`src/inc/dad_pkg.sv`:
```
/*
 * Shared types and constants of the datagram address decoder: datagram
 * header carrier, local memory port, mapping-unit window, command codes.
 * Assumes a single clock domain shared by every user of the package.
 */
package dad_pkg;

    localparam int ADDR_W = 16;
    localparam int DATA_W = 32;
    localparam int LOG_W  = 32;

    // Command codes handled by the decoder.
    localparam logic [7:0] CMD_NOP  = 8'h00;
    localparam logic [7:0] CMD_APRD = 8'h01;
    localparam logic [7:0] CMD_APWR = 8'h02;
    localparam logic [7:0] CMD_APRW = 8'h03;
    localparam logic [7:0] CMD_FPRD = 8'h04;
    localparam logic [7:0] CMD_FPWR = 8'h05;
    localparam logic [7:0] CMD_BRD  = 8'h07;
    localparam logic [7:0] CMD_BWR  = 8'h08;
    localparam logic [7:0] CMD_BRW  = 8'h09;
    localparam logic [7:0] CMD_LRD  = 8'h0A;
    localparam logic [7:0] CMD_LWR  = 8'h0B;
    localparam logic [7:0] CMD_LRW  = 8'h0C;

    localparam logic [15:0] POS_INC      = 16'h0001;
    localparam logic [15:0] POS_HIT      = 16'h0000;
    localparam logic [15:0] WKC_INC_RD   = 16'h0001;
    localparam logic [15:0] WKC_INC_WR   = 16'h0001;
    localparam logic [15:0] WKC_INC_RWWR = 16'h0002;
    localparam logic [15:0] ALIAS_RESET  = 16'h0000;

    typedef struct packed {
        logic [7:0]        cmd;
        logic [7:0]        idx;
        logic [15:0]       adp;
        logic [15:0]       ado;
        logic [DATA_W-1:0] data;
        logic [15:0]       wkc;
    } dad_dgram_t;

    typedef struct packed {
        logic              req;
        logic              we;
        logic [ADDR_W-1:0] addr;
        logic [DATA_W-1:0] wdata;
    } dad_mem_t;

    typedef struct packed {
        logic              en;
        logic [LOG_W-1:0]  start;
        logic [15:0]       len;
        logic [ADDR_W-1:0] phys;
    } dad_map_t;

    typedef enum logic [1:0] {
        S_IDLE  = 2'b00,
        S_READ  = 2'b01,
        S_WRITE = 2'b11,
        S_SEND  = 2'b10
    } dad_state_t;

endpackage

```
`src/logic/dad_log_match.sv`:
```
/*
 * Logical address matcher: compares a 32-bit logical address against
 * every enabled mapping unit and returns the first hit with its local
 * address. Purely combinational; the window table comes from outside.
 */
`timescale 1ns/1ps
module dad_log_match #(
    parameter int NUM_MAP = 4
) (
    input  dad_pkg::dad_map_t                   maps [NUM_MAP],
    input  wire logic [dad_pkg::LOG_W-1:0]      addr,
    output logic                                hit,
    output logic [dad_pkg::ADDR_W-1:0]          laddr
);
    import dad_pkg::*;

    logic [NUM_MAP-1:0] unit_hit;
    logic [ADDR_W-1:0]  unit_addr [NUM_MAP];

    if (NUM_MAP < 1) begin : g_bad
        $error("dad_log_match needs at least one mapping unit.");
    end

    for (genvar i = 0; i < NUM_MAP; i++) begin : g_unit
        logic [LOG_W-1:0] diff;
        assign diff = addr - maps[i].start;
        // Lower bound is compared directly; the unsigned difference is checked against the length.
        assign unit_hit[i] = maps[i].en && (addr >= maps[i].start)
                             && (diff < LOG_W'(maps[i].len));
        assign unit_addr[i] = maps[i].phys + diff[ADDR_W-1:0];
    end

    // Lowest unit wins when windows overlap.
    always_comb begin
        hit   = 1'b0;
        laddr = '0;
        for (int i = NUM_MAP - 1; i >= 0; i--) begin
            if (unit_hit[i]) begin
                hit   = 1'b1;
                laddr = unit_addr[i];
            end
        end
    end

endmodule

```
`src/logic/dad_decoder.sv`:
```
/*
 * Datagram address decoder: takes one datagram header with its data word,
 * decides whether it addresses this node, runs the local access and hands
 * the updated datagram on. Assumes the memory port answers on mclk
 * and that all inputs come from logic on mclk.
 */
// How it works
// - Serves node addressing and logical addressing of mapped space.
// - Node variants: auto-increment position, station address, broadcast.
// - Holds a master station address and an application-writable alias.
// - Storage alias is taken only on the first load after reset.
// - Position gets plus one; hit when the received position is zero.
// - Station mode hits on station address, or alias while alias enabled.
// - Broadcast increments position but never uses it for addressing.
// - Logical mode hits only inside a mapping unit window.
// - Device-addressed commands use the offset field as local address.
// - Command 00h performs no access and leaves the datagram unchanged.
// - Command 01h reads on position zero; position always increments.
// - Command 02h writes on position zero; position always increments.
// - Command 03h swaps datagram and local data on position zero.
// - Command 04h reads local data when the station address matches.
// - Command 05h writes datagram data when the station address matches.
// - Working counter +1 per read or write; read-write adds 1 and 2.
`timescale 1ns/1ps
module dad_decoder #(
    parameter int NUM_MAP = 4
) (
    input  wire logic                           mclk,
    input  wire logic                           reset_n,
    input  dad_pkg::dad_dgram_t                 dg_in,
    input  wire logic                           dg_in_valid,
    output logic                                dg_in_ready,
    output dad_pkg::dad_dgram_t                 dg_out,
    output logic                                dg_out_valid,
    input  wire logic                           dg_out_ready,
    output dad_pkg::dad_mem_t                   mem,
    input  wire logic [dad_pkg::DATA_W-1:0]     mem_rdata,
    input  wire logic                           mem_ack,
    input  wire logic [15:0]                    station_addr,
    input  wire logic                           alias_en,
    input  wire logic                           store_load,
    input  wire logic [15:0]                    store_alias,
    input  wire logic                           app_alias_we,
    input  wire logic [15:0]                    app_alias,
    output logic [15:0]                         alias_addr,
    input  dad_pkg::dad_map_t                   maps [NUM_MAP]
);
    import dad_pkg::*;

    typedef struct packed {
        dad_state_t        st;
        dad_dgram_t        dg;
        dad_dgram_t        orig;
        logic              hit;
        logic [ADDR_W-1:0] laddr;
        logic [15:0]       alias_val;
        logic              alias_loaded;
    } dad_regs_t;

    dad_regs_t s_q;
    dad_regs_t s_d;

    function automatic logic is_pos(input logic [7:0] c);
        return c == CMD_APRD || c == CMD_APWR || c == CMD_APRW;
    endfunction
    function automatic logic is_node(input logic [7:0] c);
        return c == CMD_FPRD || c == CMD_FPWR;
    endfunction
    function automatic logic is_bcast(input logic [7:0] c);
        return c == CMD_BRD || c == CMD_BWR || c == CMD_BRW;
    endfunction
    function automatic logic is_log(input logic [7:0] c);
        return c == CMD_LRD || c == CMD_LWR || c == CMD_LRW;
    endfunction
    function automatic logic does_rd(input logic [7:0] c);
        return c == CMD_APRD || c == CMD_APRW || c == CMD_FPRD
               || c == CMD_LRD || c == CMD_LRW;
    endfunction
    function automatic logic does_wr(input logic [7:0] c);
        return c == CMD_APWR || c == CMD_APRW || c == CMD_FPWR
               || c == CMD_LWR || c == CMD_LRW;
    endfunction

    logic              log_hit;
    logic [ADDR_W-1:0] log_addr;
    logic              pos_hit;
    logic              node_hit;
    logic              dev_hit;

    dad_log_match #(
        .NUM_MAP (NUM_MAP)
    ) u_match (
        .maps  (maps),
        .addr  ({dg_in.ado, dg_in.adp}),
        .hit   (log_hit),
        .laddr (log_addr)
    );

    assign pos_hit  = dg_in.adp == POS_HIT;
    assign node_hit = dg_in.adp == station_addr
                      || (alias_en && dg_in.adp == s_q.alias_val);
    // Broadcast codes are not executed here, so they never count as hits.
    assign dev_hit = (is_pos(dg_in.cmd) && pos_hit)
                     || (is_node(dg_in.cmd) && node_hit)
                     || (is_log(dg_in.cmd) && log_hit);

    always_comb begin
        s_d         = s_q;
        dg_in_ready = s_q.st == S_IDLE;
        mem.req     = s_q.st == S_READ || s_q.st == S_WRITE;
        mem.we      = s_q.st == S_WRITE;
        mem.addr    = s_q.laddr;
        mem.wdata   = s_q.orig.data;

        // Application writes first, so a first storage load in the same
        // cycle still lands; later loads are ignored.
        if (app_alias_we) begin
            s_d.alias_val = app_alias;
        end
        if (store_load && !s_q.alias_loaded) begin
            s_d.alias_val    = store_alias;
            s_d.alias_loaded = 1'b1;
        end

        unique case (s_q.st)
            S_IDLE: begin
                if (dg_in_valid) begin
                    s_d.orig  = dg_in;
                    s_d.dg    = dg_in;
                    s_d.hit   = dev_hit;
                    s_d.laddr = is_log(dg_in.cmd) ? log_addr
                                                  : dg_in.ado;
                    if (is_pos(dg_in.cmd) || is_bcast(dg_in.cmd)) begin
                        s_d.dg.adp = dg_in.adp + POS_INC;
                    end
                    if (dev_hit && does_rd(dg_in.cmd)) begin
                        s_d.st = S_READ;
                    end else if (dev_hit && does_wr(dg_in.cmd)) begin
                        s_d.st = S_WRITE;
                    end else begin
                        s_d.st = S_SEND;
                    end
                end
            end
            S_READ: begin
                if (mem_ack) begin
                    s_d.dg.data = mem_rdata;
                    s_d.dg.wkc  = s_q.dg.wkc + WKC_INC_RD;
                    s_d.st      = does_wr(s_q.orig.cmd) ? S_WRITE : S_SEND;
                end
            end
            S_WRITE: begin
                if (mem_ack) begin
                    s_d.dg.wkc = s_q.dg.wkc + (does_rd(s_q.orig.cmd)
                                 ? WKC_INC_RWWR : WKC_INC_WR);
                    s_d.st     = S_SEND;
                end
            end
            S_SEND: begin
                if (dg_out_ready) begin
                    s_d.st = S_IDLE;
                end
            end
        endcase
    end

    always_ff @(posedge mclk or negedge reset_n) begin
        if (!reset_n) begin
            s_q <= '{st: S_IDLE, alias_val: ALIAS_RESET, default: '0};
        end else begin
            s_q <= s_d;
        end
    end

    assign dg_out       = s_q.dg;
    assign dg_out_valid = s_q.st == S_SEND;
    assign alias_addr   = s_q.alias_val;
endmodule

```
`config.mk`:
```
export PLATFORM = sky130hd
export DESIGN_NAME = dad_decoder
export DESIGN_NICKNAME = d
export VERILOG_FILES = /design/src/inc/dad_pkg.sv /design/src/logic/dad_log_match.sv /design/src/logic/dad_decoder.sv
export SDC_FILE = /design/constraint.sdc
export NUM_CORES = 1
export LEC_CHECK = 0
export BUFFER_PORTS_ARGS = -buffer_cell sky130_fd_sc_hd__buf_2
export CAP_MARGIN = 25
export CELL_PAD_IN_SITES_DETAIL_PLACEMENT = 0
export CELL_PAD_IN_SITES_GLOBAL_PLACEMENT = 1
export CORE_AREA = 2 2 237 239
export DETAILED_ROUTE_END_ITERATION = 8
export DIE_AREA = 0 0 239 241
export HOLD_SLACK_MARGIN = 0.06
export PLACE_DENSITY_LB_ADDON = 0.1
export SLEW_MARGIN = 20
export SYNTH_ARGS = -nofsm -noshare
export SYNTH_HDL_FRONTEND = slang
export SYNTH_HIERARCHICAL = 1
export SYNTH_SLANG_ARGS = --single-unit
```
`constraint.sdc`:
```
create_clock -name mclk -period 5.6 [get_ports mclk]
set_input_delay 1.12 -clock mclk [delete_from_list [all_inputs] [get_ports mclk]]
set_output_delay 1.12 -clock mclk [all_outputs]
set_load 0.01 [all_outputs]
```
**Word-level counts from Yosys, hierarchy flattened**

Index checks and enable logic that the tools add are counted.

- Flip-flop bits (word level): 196
- Input port bits: 444
- Output and inout port bits: 164
- Word-level logic and storage cells: 139

- Add/sub/neg operators: 11
- Order comparisons: 8
- Eq/ne operators: 28
- Multiplexer cells: 25
- Reductions and logical operators: 53

Operators by type and width:

| kind | count |
|---|---|
| $mux W211 | 1 |
| $ge A32 B32 Y1 | 4 |
| $lt A32 B16 Y1 | 4 |
| $mux W16 | 8 |
| $sub A32 B32 Y32 | 4 |
| $add A16 B16 Y16 | 4 |
| $eq A8 B4 Y1 const B | 8 |
| $pmux W32 S2 | 1 |
| $mux W48 | 1 |
| $pmux W16 S3 | 1 |
| $eq A8 B3 Y1 const B | 5 |
| $add A16 B1 Y16 const B | 2 |
| $eq A16 B16 Y1 | 2 |
| $eq A8 B2 Y1 const B | 4 |
| $logic_or A1 B1 Y1 | 28 |
| $mux W17 | 1 |
| $add A16 B2 Y16 | 1 |
| $eq A8 B1 Y1 const B | 2 |
| $logic_not A16 Y1 | 1 |
| $logic_and A1 B1 Y1 | 15 |
| $mux W2 | 5 |
| $pmux W2 S4 | 1 |
| $reduce_and A4 Y1 | 2 |
| $mux W1 | 6 |
| 10 further kinds | 14 |

**Longest topological paths before layout**

Gate-level depths: netlist of run 1.

- Depth in word-level cells: 14
- Depth in mapped cells: 28
- Mapped depth without buffers: 28

**By module**

Netlist of run 1, hierarchy kept.

Modules (own cells, without submodules):

| module | times used | cells each | area an instance (µm²) | seq. area each (µm²) |
|---|---|---|---|---|
| dad_log_match | 1 | 1819 | 12199.2 | 0.0 |
| dad_decoder | 1 | 968 | 9342.7 | 4078.9 |

**Worst setup path after synthesis of run 1**

Ideal clock, no wire load.

- Kind: input-to-reg
- From: in dg_in[64] (netlist name)
- To: reg s_q[227] (netlist name)
- Setup time: 0.119 ns
- Data arrival time: 6.766 ns
- Data required time: 5.481 ns
- Path slack: -1.285 ns
- Stages on the path: 27
- Buffers on the path: 0
- Cells stage by stage: inv_1 -> ha_1 -> fa_1 -> nand2b_1 -> a21oi_1 -> a211oi_1 -> or3_1 -> o211ai_1 -> xor2_1 -> ha_1 -> nand4_1 -> nor2_1 -> a211o_1 -> or4b_1 -> a2111oi_2 -> o2111ai_1 -> a2111oi_0 -> nand4_1 -> or4_4 -> or3_1 -> o21ai_0 -> nor2_1 -> nand2_1 -> inv_1 -> o22ai_1 -> a41o_1 -> o21ba_2

- Word-level cells in the longest chain between the ends: 13
- Elaborated cells between the ends (all ways): 38
- Those cells by class: 4 x add/sub; 8 x order compare; 2 x eq/ne; 7 x mux; 17 x reduce/logical

RTL lines:

| what | RTL line | text |
|---|---|---|
| start, declared | dad_decoder.sv:30 | `input dad_pkg::dad_dgram_t dg_in,` |
| $sub A32 B32 Y32 or $ge A32 B32 Y1 (tied branches) | dad_log_match.sv:26, dad_log_match.sv:28 |  |
| $lt A32 B16 Y1 or $logic_and A1 B1 Y1 (tied branches) | dad_log_match.sv:29, dad_log_match.sv:28 |  |
| $logic_and A1 B1 Y1 | dad_log_match.sv:29 | `&& (diff < LOG_W'(maps[i].len));` |
| $mux W1 (3 in a row) | dad_log_match.sv:38 | `if (unit_hit[i]) begin` |
| $mux W1 (*) | dad_log_match.sv:38 |  |
| named net log_hit | dad_decoder.sv:84 | `logic log_hit;` |
| $logic_and A1 B1 Y1 (*) | dad_decoder.sv:105 | `\|\| (is_log(dg_in.cmd) && log_hit);` |
| $logic_or A1 B1 Y1 (*) | dad_decoder.sv:105 |  |
| $logic_and A1 B1 Y1 (*) | dad_decoder.sv:136 | `if (dev_hit && does_rd(dg_in.cmd)) begin` |
| $mux W2 (*) | dad_decoder.sv:136 |  |
| $mux W211 (*) | dad_decoder.sv:127 | `if (dg_in_valid) begin` |
| $pmux W2 S4 (*) | dad_decoder.sv:125 | `unique case (s_q.st)` |
| end signal, assigned | dad_decoder.sv:169 | `s_q <= '{st: S_IDLE, alias_val: ALIAS_RESET, default: '0};` |
| end signal, assigned | dad_decoder.sv:171 | `s_q <= s_d;` |
| end, declared | dad_decoder.sv:60 | `dad_regs_t s_q;` |

The timed path passes the listed nets; every way through them passes the cells marked *. The select of a mux whose other input is x is not followed.
A chain may end at the register's enable or synchronous reset.

**Worst setup path after layout of run 1**

- From: in dg_in[64] (netlist name)
- To: reg s_q (netlist bit mem[45])

- Word-level cells in the longest chain between the ends: 8
- Elaborated cells between the ends (all ways): 29
- Those cells by class: 8 x add/sub; 8 x order compare; 5 x mux; 8 x reduce/logical

RTL lines:

| what | RTL line | text |
|---|---|---|
| $sub A32 B32 Y32 or $ge A32 B32 Y1 (tied branches) | dad_log_match.sv:26, dad_log_match.sv:28 |  |
| $lt A32 B16 Y1 or $logic_and A1 B1 Y1 (tied branches) | dad_log_match.sv:29, dad_log_match.sv:28 |  |
| $logic_and A1 B1 Y1 | dad_log_match.sv:29 |  |
| $mux W16 (3 in a row) | dad_log_match.sv:38 |  |
| $mux W16 (*) | dad_log_match.sv:38 |  |
| named net log_addr[13] | dad_decoder.sv:85 | `logic [ADDR_W-1:0] log_addr;` |
| $mux W16 (*) | dad_decoder.sv:131 | `s_d.laddr = is_log(dg_in.cmd) ? log_addr` |

The timed path passes the listed nets; every way through them passes the cells marked *.

==> impl_metrics.yaml, run 1 <==
layout:
  num-nets-final: 4266
  num-fill-cells: 5535
  final_cells: 4282
  syn_to_final_growth_pct: 29.5
  layout-drive-gt1-share_pct: 33.4
floorplan:
  rows: 86
  dieHeight_um: 241
  core_um2: 54900
  start_util_pct: 39.3
  io-pin-count: 608
  die_w_um: 239
  dieArea_um2: 57600
power:
  ir_drop_v: 0.000236
  powerDensity_nw_per_um2: 237
  p_leak_nw: 14.2
job:
  cap_violations: 0
grt:
  use_met3_pct: 4.54
  busiest_layer: "met2"
  grt_use_met1_pct: 42.8
  use_met2_pct: 52.8
  overflow: 0
  grt_max_degree: 118
  grt_pass1_wl_mm: 139
  antenna_found_initial: 9
  grt_pass1_vias: 23000
  gr-usage-all-layers_pct: 32.0
timing:
  tns_ns: -12.98
  timing_hold_violations_final: 0
  worst_pin_slew_ns: 0.974
  timing.final.crit_share_pct: 115
  finalSetupViolations: 18
  max_slew_margin_pct: 35.1
  rsz0062_at_grt: "true"
  slew_violations: 0
  fin_skew_ns: 0.00888
  worst_slack_ns: -0.812
  post-route-min-period_ns: 6.41
  max_freq_mhz: 156
placed_design:
  io_buffers: 607
  gp_congestion: 1.01
  dp_hpwl_mm: 80.9
  numPlacedInstances: 4235
synthesis:
  yosys.cell_types.count: 79
  avgSynthCellArea_um2: 7.73
  synth-edff-count: 0
  yosysSeqAreaShare_pct: 18.9
  synthCells: 2787
  yosysMostFrequentCell: "inv_1"
  yosys-top-cells-area: "dfrtp_1 (19%), ha_1 (15%), a21oi_1 (5.8%), buf_4 (5.6%), xnor2_1 (4.8%)"
  synthesis.nets: 3492
  synth_ff_type: "dfrtp_1"
  ys_ff_latch: 163
  synth-async-reset-ratio_pct: 100
  synth_area_um2: 21500
  synth_top_cell_by_area: "dfrtp_1"
  synth_top_cell_area_share_pct: 18.9
  ys_warn_count: 6
  netlist_top_cells_count: "inv_1 (263), ha_1 (252), a21oi_1 (251)"
outcome:
  violations: "setup timing"
  run_status: "finished, violations left"
clock_tree:
  clk_pin_slew_worst_paths_ns: 0.07
  cts_root_buf: "clkbuf_16"
  hold_buffers: 0
  insertion_delay_ns: 0.44
  clock_sinks: 163
  htreeDepth: 4
  cts_tree: "done"
  cts_buffers: 17
  cts_buffer_depth: 2
hold_path:
  hold_path_class: "register to register"
detailed_routing:
  ant_nets: 0
  drc: 0
  wl_mm: 95.8
  dr_total_vias: 23700
  avgViaCountPerCell: 5.52
  drt_iter0_markers: 1878
  dr.pass1.iters: 6
  wl_per_cell_um: 22.4
worst_setup_path:
  cp-end-kind: "register"
  cp_max_fo: 7
  cp.arrival_ns: 6.78
  cpPeakStageDelay_ns: 0.50
  critPathLaunchType: "input port"
  critical-path-slowest-cell: "or4b_4"
  r2r_slack_ns: 2.39
  crit_type: "input port to register"
  required_ns: 5.96
power by group:
group	internal [W]	switching (W)
clock network	0.000692	0.000528
registers	0.00140	0.000171
logic	0.00171	0.00211
total	0.00381	0.00281
registers in the layout, summed over array words and instances (netlist names):
register / count
alias_addr: 16
dg_out: 88
mem: 48
s_q: 11
through the flow:
| stage | util (%) | hold slack, ns | worst slack (ns) | cell area (µm²) | total power (W) |
|---|---|---|---|---|---|
| final | 50.8 | 0.476 | -0.812 | 27900 | 0.00662 |
| after global routing | 50.8 | 0.500 | -1.09 | 27900 | 0.00705 |
| after CTS | 50.7 | 0.481 | -0.812 | 27800 | 0.00659 |
| after detailed placement | 49.2 | 0.463 | -1.44 | 27000 | 0.00532 |
| after global placement | 49.2 | 0.451 | -1.38 | 27000 | 0.00528 |
| after floorplan | - | 0.438 | -0.648 | 21600 | 0.00386 |
critical path, delay by kind of cell:
family	cells	cell delay, ns
AND/OR/NAND/NOR	8	1.86
AO/OA/AOI/OAI	10	1.60
adder cells (fa/ha/maj)	3	0.84
buffers and inverters	6	0.69
multiplexers	2	0.36
XOR/XNOR	1	0.27
cell type report:
cell class | count | area [µm²] | share of cell area, %
tap | 704 | 881 | 3.16
timing repair buffer | 1018 | 6230 | 22.3
clock inverter | 12 | 144 | 0.516
multi-input combinational | 2098 | 15100 | 54.1
antenna | 4 | 10.0 | 0.0359
inverter | 263 | 1000 | 3.58
sequential | 163 | 4080 | 14.6
clock buffer | 20 | 457 | 1.64
logic make-up (layout without fill, tap and decap cells):
family | after synthesis | after routing | synth area share [%]
other | 0 | 4 | 0
xor gates and xnor gates | 176 | 176 | 7.16
muxes | 138 | 138 | 6.89
and+or+nand+nor | 783 | 783 | 17.9
adders and majority gates | 261 | 261 | 15.5
DFF | 163 | 163 | 18.9
AOI/OAI and AO/OA | 740 | 740 | 21.6
buffers and inverters | 526 | 1313 | 12.1
worst paths after layout:
check / start / to / cells past startpoint
min in group asynchronous: reset_n / dg_out[31]$_DFFE_PN0P_ / 1
max in group asynchronous: reset_n / dg_out[0]$_DFFE_PN0P_ / 2
setup / recovery: dg_in[64] / mem[45]$_DFFE_PN0P_ / 30
hold / removal: s_q[0]$_DFFE_PN0P_ / s_q[0]$_DFFE_PN0P_ / 1
hold reg to reg: s_q[0]$_DFFE_PN0P_ / s_q[0]$_DFFE_PN0P_ / 1
setup reg to reg: s_q[226]$_DFFE_PN0P_ / dg_out[12]$_DFFE_PN0P_ / 10
metal layers:
| layer | part of all wire [%] | up-vias |
|---|---|---|
| met1 | 44 | 11300 |
| met2 | 46 | 892 |
| li1 | - | 11300 |
| met5 | 0.028 | - |
| met3 | 6.1 | 134 |
| met4 | 3.5 | 4 |
cell usage in the layout (no fill, tap or decap), types with 50 or more instances in the layout:
cell type,n
dfrtp_1,163
nor3_1,62
inv_1,262
nand4_1,54
buf_4,404
xnor2_1,117
a21oi_1,243
and3_1,52
buf_2,605
ha_1,251
nand2_1,216
xor2_1,59
mux2_2,75
a21o_1,50
mux2i_1,56
nand3_1,58
nor2_1,189
o21ai_0,150
what timing repair did:
| item | CTS | global route |
|---|---|---|
| setup endpoints to repair | 18 | 18 |
| setup buffers | 9 | 2 |
| gates resized for setup | 31 | 14 |
| cloned | 1 | 0 |
| pin swaps | 16 | 3 |
No activity file was read; power rests on OpenSTA's default activity.
==> run 2: changes to the inputs <==
--- a/config.mk
+++ b/config.mk
@@ -9,9 +9,8 @@
 export CAP_MARGIN = 25
 export CELL_PAD_IN_SITES_DETAIL_PLACEMENT = 0
 export CELL_PAD_IN_SITES_GLOBAL_PLACEMENT = 1
-export CORE_AREA = 2 2 237 239
+export CORE_UTILIZATION = 35
 export DETAILED_ROUTE_END_ITERATION = 8
-export DIE_AREA = 0 0 239 241
 export HOLD_SLACK_MARGIN = 0.06
 export PLACE_DENSITY_LB_ADDON = 0.1
 export SLEW_MARGIN = 20
==> constraint.sdc (replaced) <==
create_clock -name mclk -period 5.55 [get_ports mclk]
set_input_delay 1.11 -clock mclk [delete_from_list [all_inputs] [get_ports mclk]]
set_output_delay 1.11 -clock mclk [all_outputs]
set_load 0.01 [all_outputs]
==> run 2 against run 1 <==
Against the previous run: the run still ends with setup timing left; routed wire length up 4.0%; global-route usage fell by 1.0 points; clock power hardly changed; highest routed layer is now met4; utilization shrank 3.8 points; setup slack better by 0.11 ns; hold slack got worse by 0.0039 ns; sequential power hardly changed; largest power group unchanged; flip-flop and latch count is the same; clock skew rose by 0.0071 ns.
==> impl_metrics.yaml, run 2 (synthesized netlist as in run 1, its figures left out) <==
timing:
  timing_hold_violations_final: 0
  holdWs_ns: 0.472
  finalSetupViolations: 18
  worst_pin_slew_ns: 0.924
  post-route-min-period_ns: 6.25
  slew_violations: 0
  rsz0062_at_grt: "true"
  max_slew_margin_pct: 38.4
  max_freq_mhz: 160
  worst_slack_ns: -0.698
  timing.final.crit_share_pct: 113
  fin_skew_ns: 0.0159
clock_tree:
  clock_sinks: 163
  clk_pin_slew_worst_paths_ns: 0.08
  cts_tree: "done"
  htreeDepth: 4
  insertion_delay_ns: 0.45
  cts_root_buf: "clkbuf_16"
  hold_buffers: 0
  cts_buffers: 17
  cts_buffer_depth: 2
detailed_routing:
  wl_mm: 99.7
  drt_iter0_markers: 1608
  wl_per_cell_um: 22.6
  avgViaCountPerCell: 5.34
  dr.pass1.iters: 8
  dr_total_vias: 23600
  ant_nets: 0
  drc: 0
worst_setup_path:
  cp-end-kind: "register"
  critical-path-slowest-cell: "or4b_1"
  crit_type: "input port to register"
  required_ns: 5.90
  critPathLaunchType: "input port"
  cpPeakStageDelay_ns: 0.48
  cp.arrival_ns: 6.59
  cp_max_fo: 2
grt:
  overflow: 0
  grt_pass1_vias: 23400
  grt_pass1_wl_mm: 146
  gr-usage-all-layers_pct: 31.0
  grt_max_degree: 130
  antenna_found_initial: 4
placed_design:
  dp_hpwl_mm: 84.6
  io_buffers: 607
  gp_congestion: 0.997
layout:
  layout-drive-gt1-share_pct: 34.8
  num-nets-final: 4320
  syn_to_final_growth_pct: 32.3
  layout_commonest_cell: "buf_2"
  largest_reg_flops: 88
  mostFrequentLayoutCells: "buf_2 (605), buf_4 (456), inv_1 (262), ha_1 (250), a21oi_1 (242)"
floorplan:
  dieArea_um2: 62500
  start_util_pct: 35.6
  rows: 90
  core_um2: 60600
  die_w_um: 250
  io-pin-count: 608
  dieHeight_um: 250
power:
  ir_drop_v: 0.000284
  power.total_w: 0.00677
  p_leak_nw: 14.5
  powerDensity_nw_per_um2: 238
outcome:
  run_status: "finished, violations left"
  violations: "setup timing"
hold_path:
  hold_path_class: "register to register"
job:
  cap_violations: 0
-- run 2: cell count changes in the layout (fill, tap and decap cells not counted), sizes merged --
cell,before,now
buf,1017,1071
bufinv,2,1
clkbuf,21,18
clkinv,3,8
diode,4,6
inv,269,268
-- run 2: worst max-delay path, delay by kind of cell --
family,cells,cell delay (ns)
AO/OA/AOI/OAI,11,1.88
XOR/XNOR,1,0.23
AND/OR/NAND/NOR,10,2.34
adder cells (fa/ha/maj),3,0.82
buffers and inverters,3,0.18
-- run 2: power by group --
group	internal (W)	total, W	switching [W]
logic	0.00178	0.00396	0.00217
registers	0.00141	0.00158	0.000162
clock network	0.000649	0.00124	0.000593
-- run 2: timing repair --
item / in CTS / in global routing
endpoints found under the setup margin: 18 / 18
gates resized for setup: 28 / 28
cloned: 0 / 1
endpoints found under the hold margin: 0 / 0
pin swaps: 16 / 18
buffers inserted: 12 / 7
-- run 2: metrics by stage --
stage / instances / setup slack (ns) / setup TNS, ns / cell area, µm² / utilization [%]
floorplan: 2787 / -0.688 / -10.00 / 21600 / -
CTS: 4402 / -0.799 / -13.14 / 28300 / 46.7
finish: 4416 / -0.698 / -11.07 / 28500 / 47.0
global placement: 4357 / -1.29 / -21.92 / 27400 / 45.3
detailed placement: 4358 / -1.36 / -23.23 / 27400 / 45.3
global route: 4412 / -0.974 / -15.89 / 28500 / 47.0
-- run 2: cell type report --
type	count	area [µm²]
Inverter	263	1000
Clock inverter	15	193
Antenna cell	6	15.0
Clock buffer	17	425
Sequential cell	163	4080
Fill cell	6256	32100
Timing Repair Buffer	1072	6650
Multi-Input combinational cell	2098	15100
Tap cell	782	978
-- run 2: metal layers --
layer | GRT usage (%) | wire length, µm | vias to the layer above
li1 | - | - | 11400
met1 | 42.2 | 45400 | 11300
met2 | 51.3 | 46200 | 744
met3 | 4.17 | 5550 | 82
met4 | 8.27 | 2580 | 0
met5 | 0 | 0 | -
-- run 2: worst paths after layout --
check	from	endpoint	slack [ns]	cells past startpoint
worst max register to register	dg_out[89]$_DFFE_PN0P_	dg_out[12]$_DFFE_PN0P_	2.16	12
min in group asynchronous	reset_n	dg_out[39]$_DFFE_PN0P_	0.70	1
max in group asynchronous	reset_n	mem[31]$_DFFE_PN0P_	3.65	2
worst min-delay path	s_q[0]$_DFFE_PN0P_	s_q[0]$_DFFE_PN0P_	0.47	1
worst min register to register	s_q[0]$_DFFE_PN0P_	s_q[0]$_DFFE_PN0P_	0.47	1
worst max-delay path	dg_in[64]	s_q[227]$_DFFE_PN0P_	-0.70	28
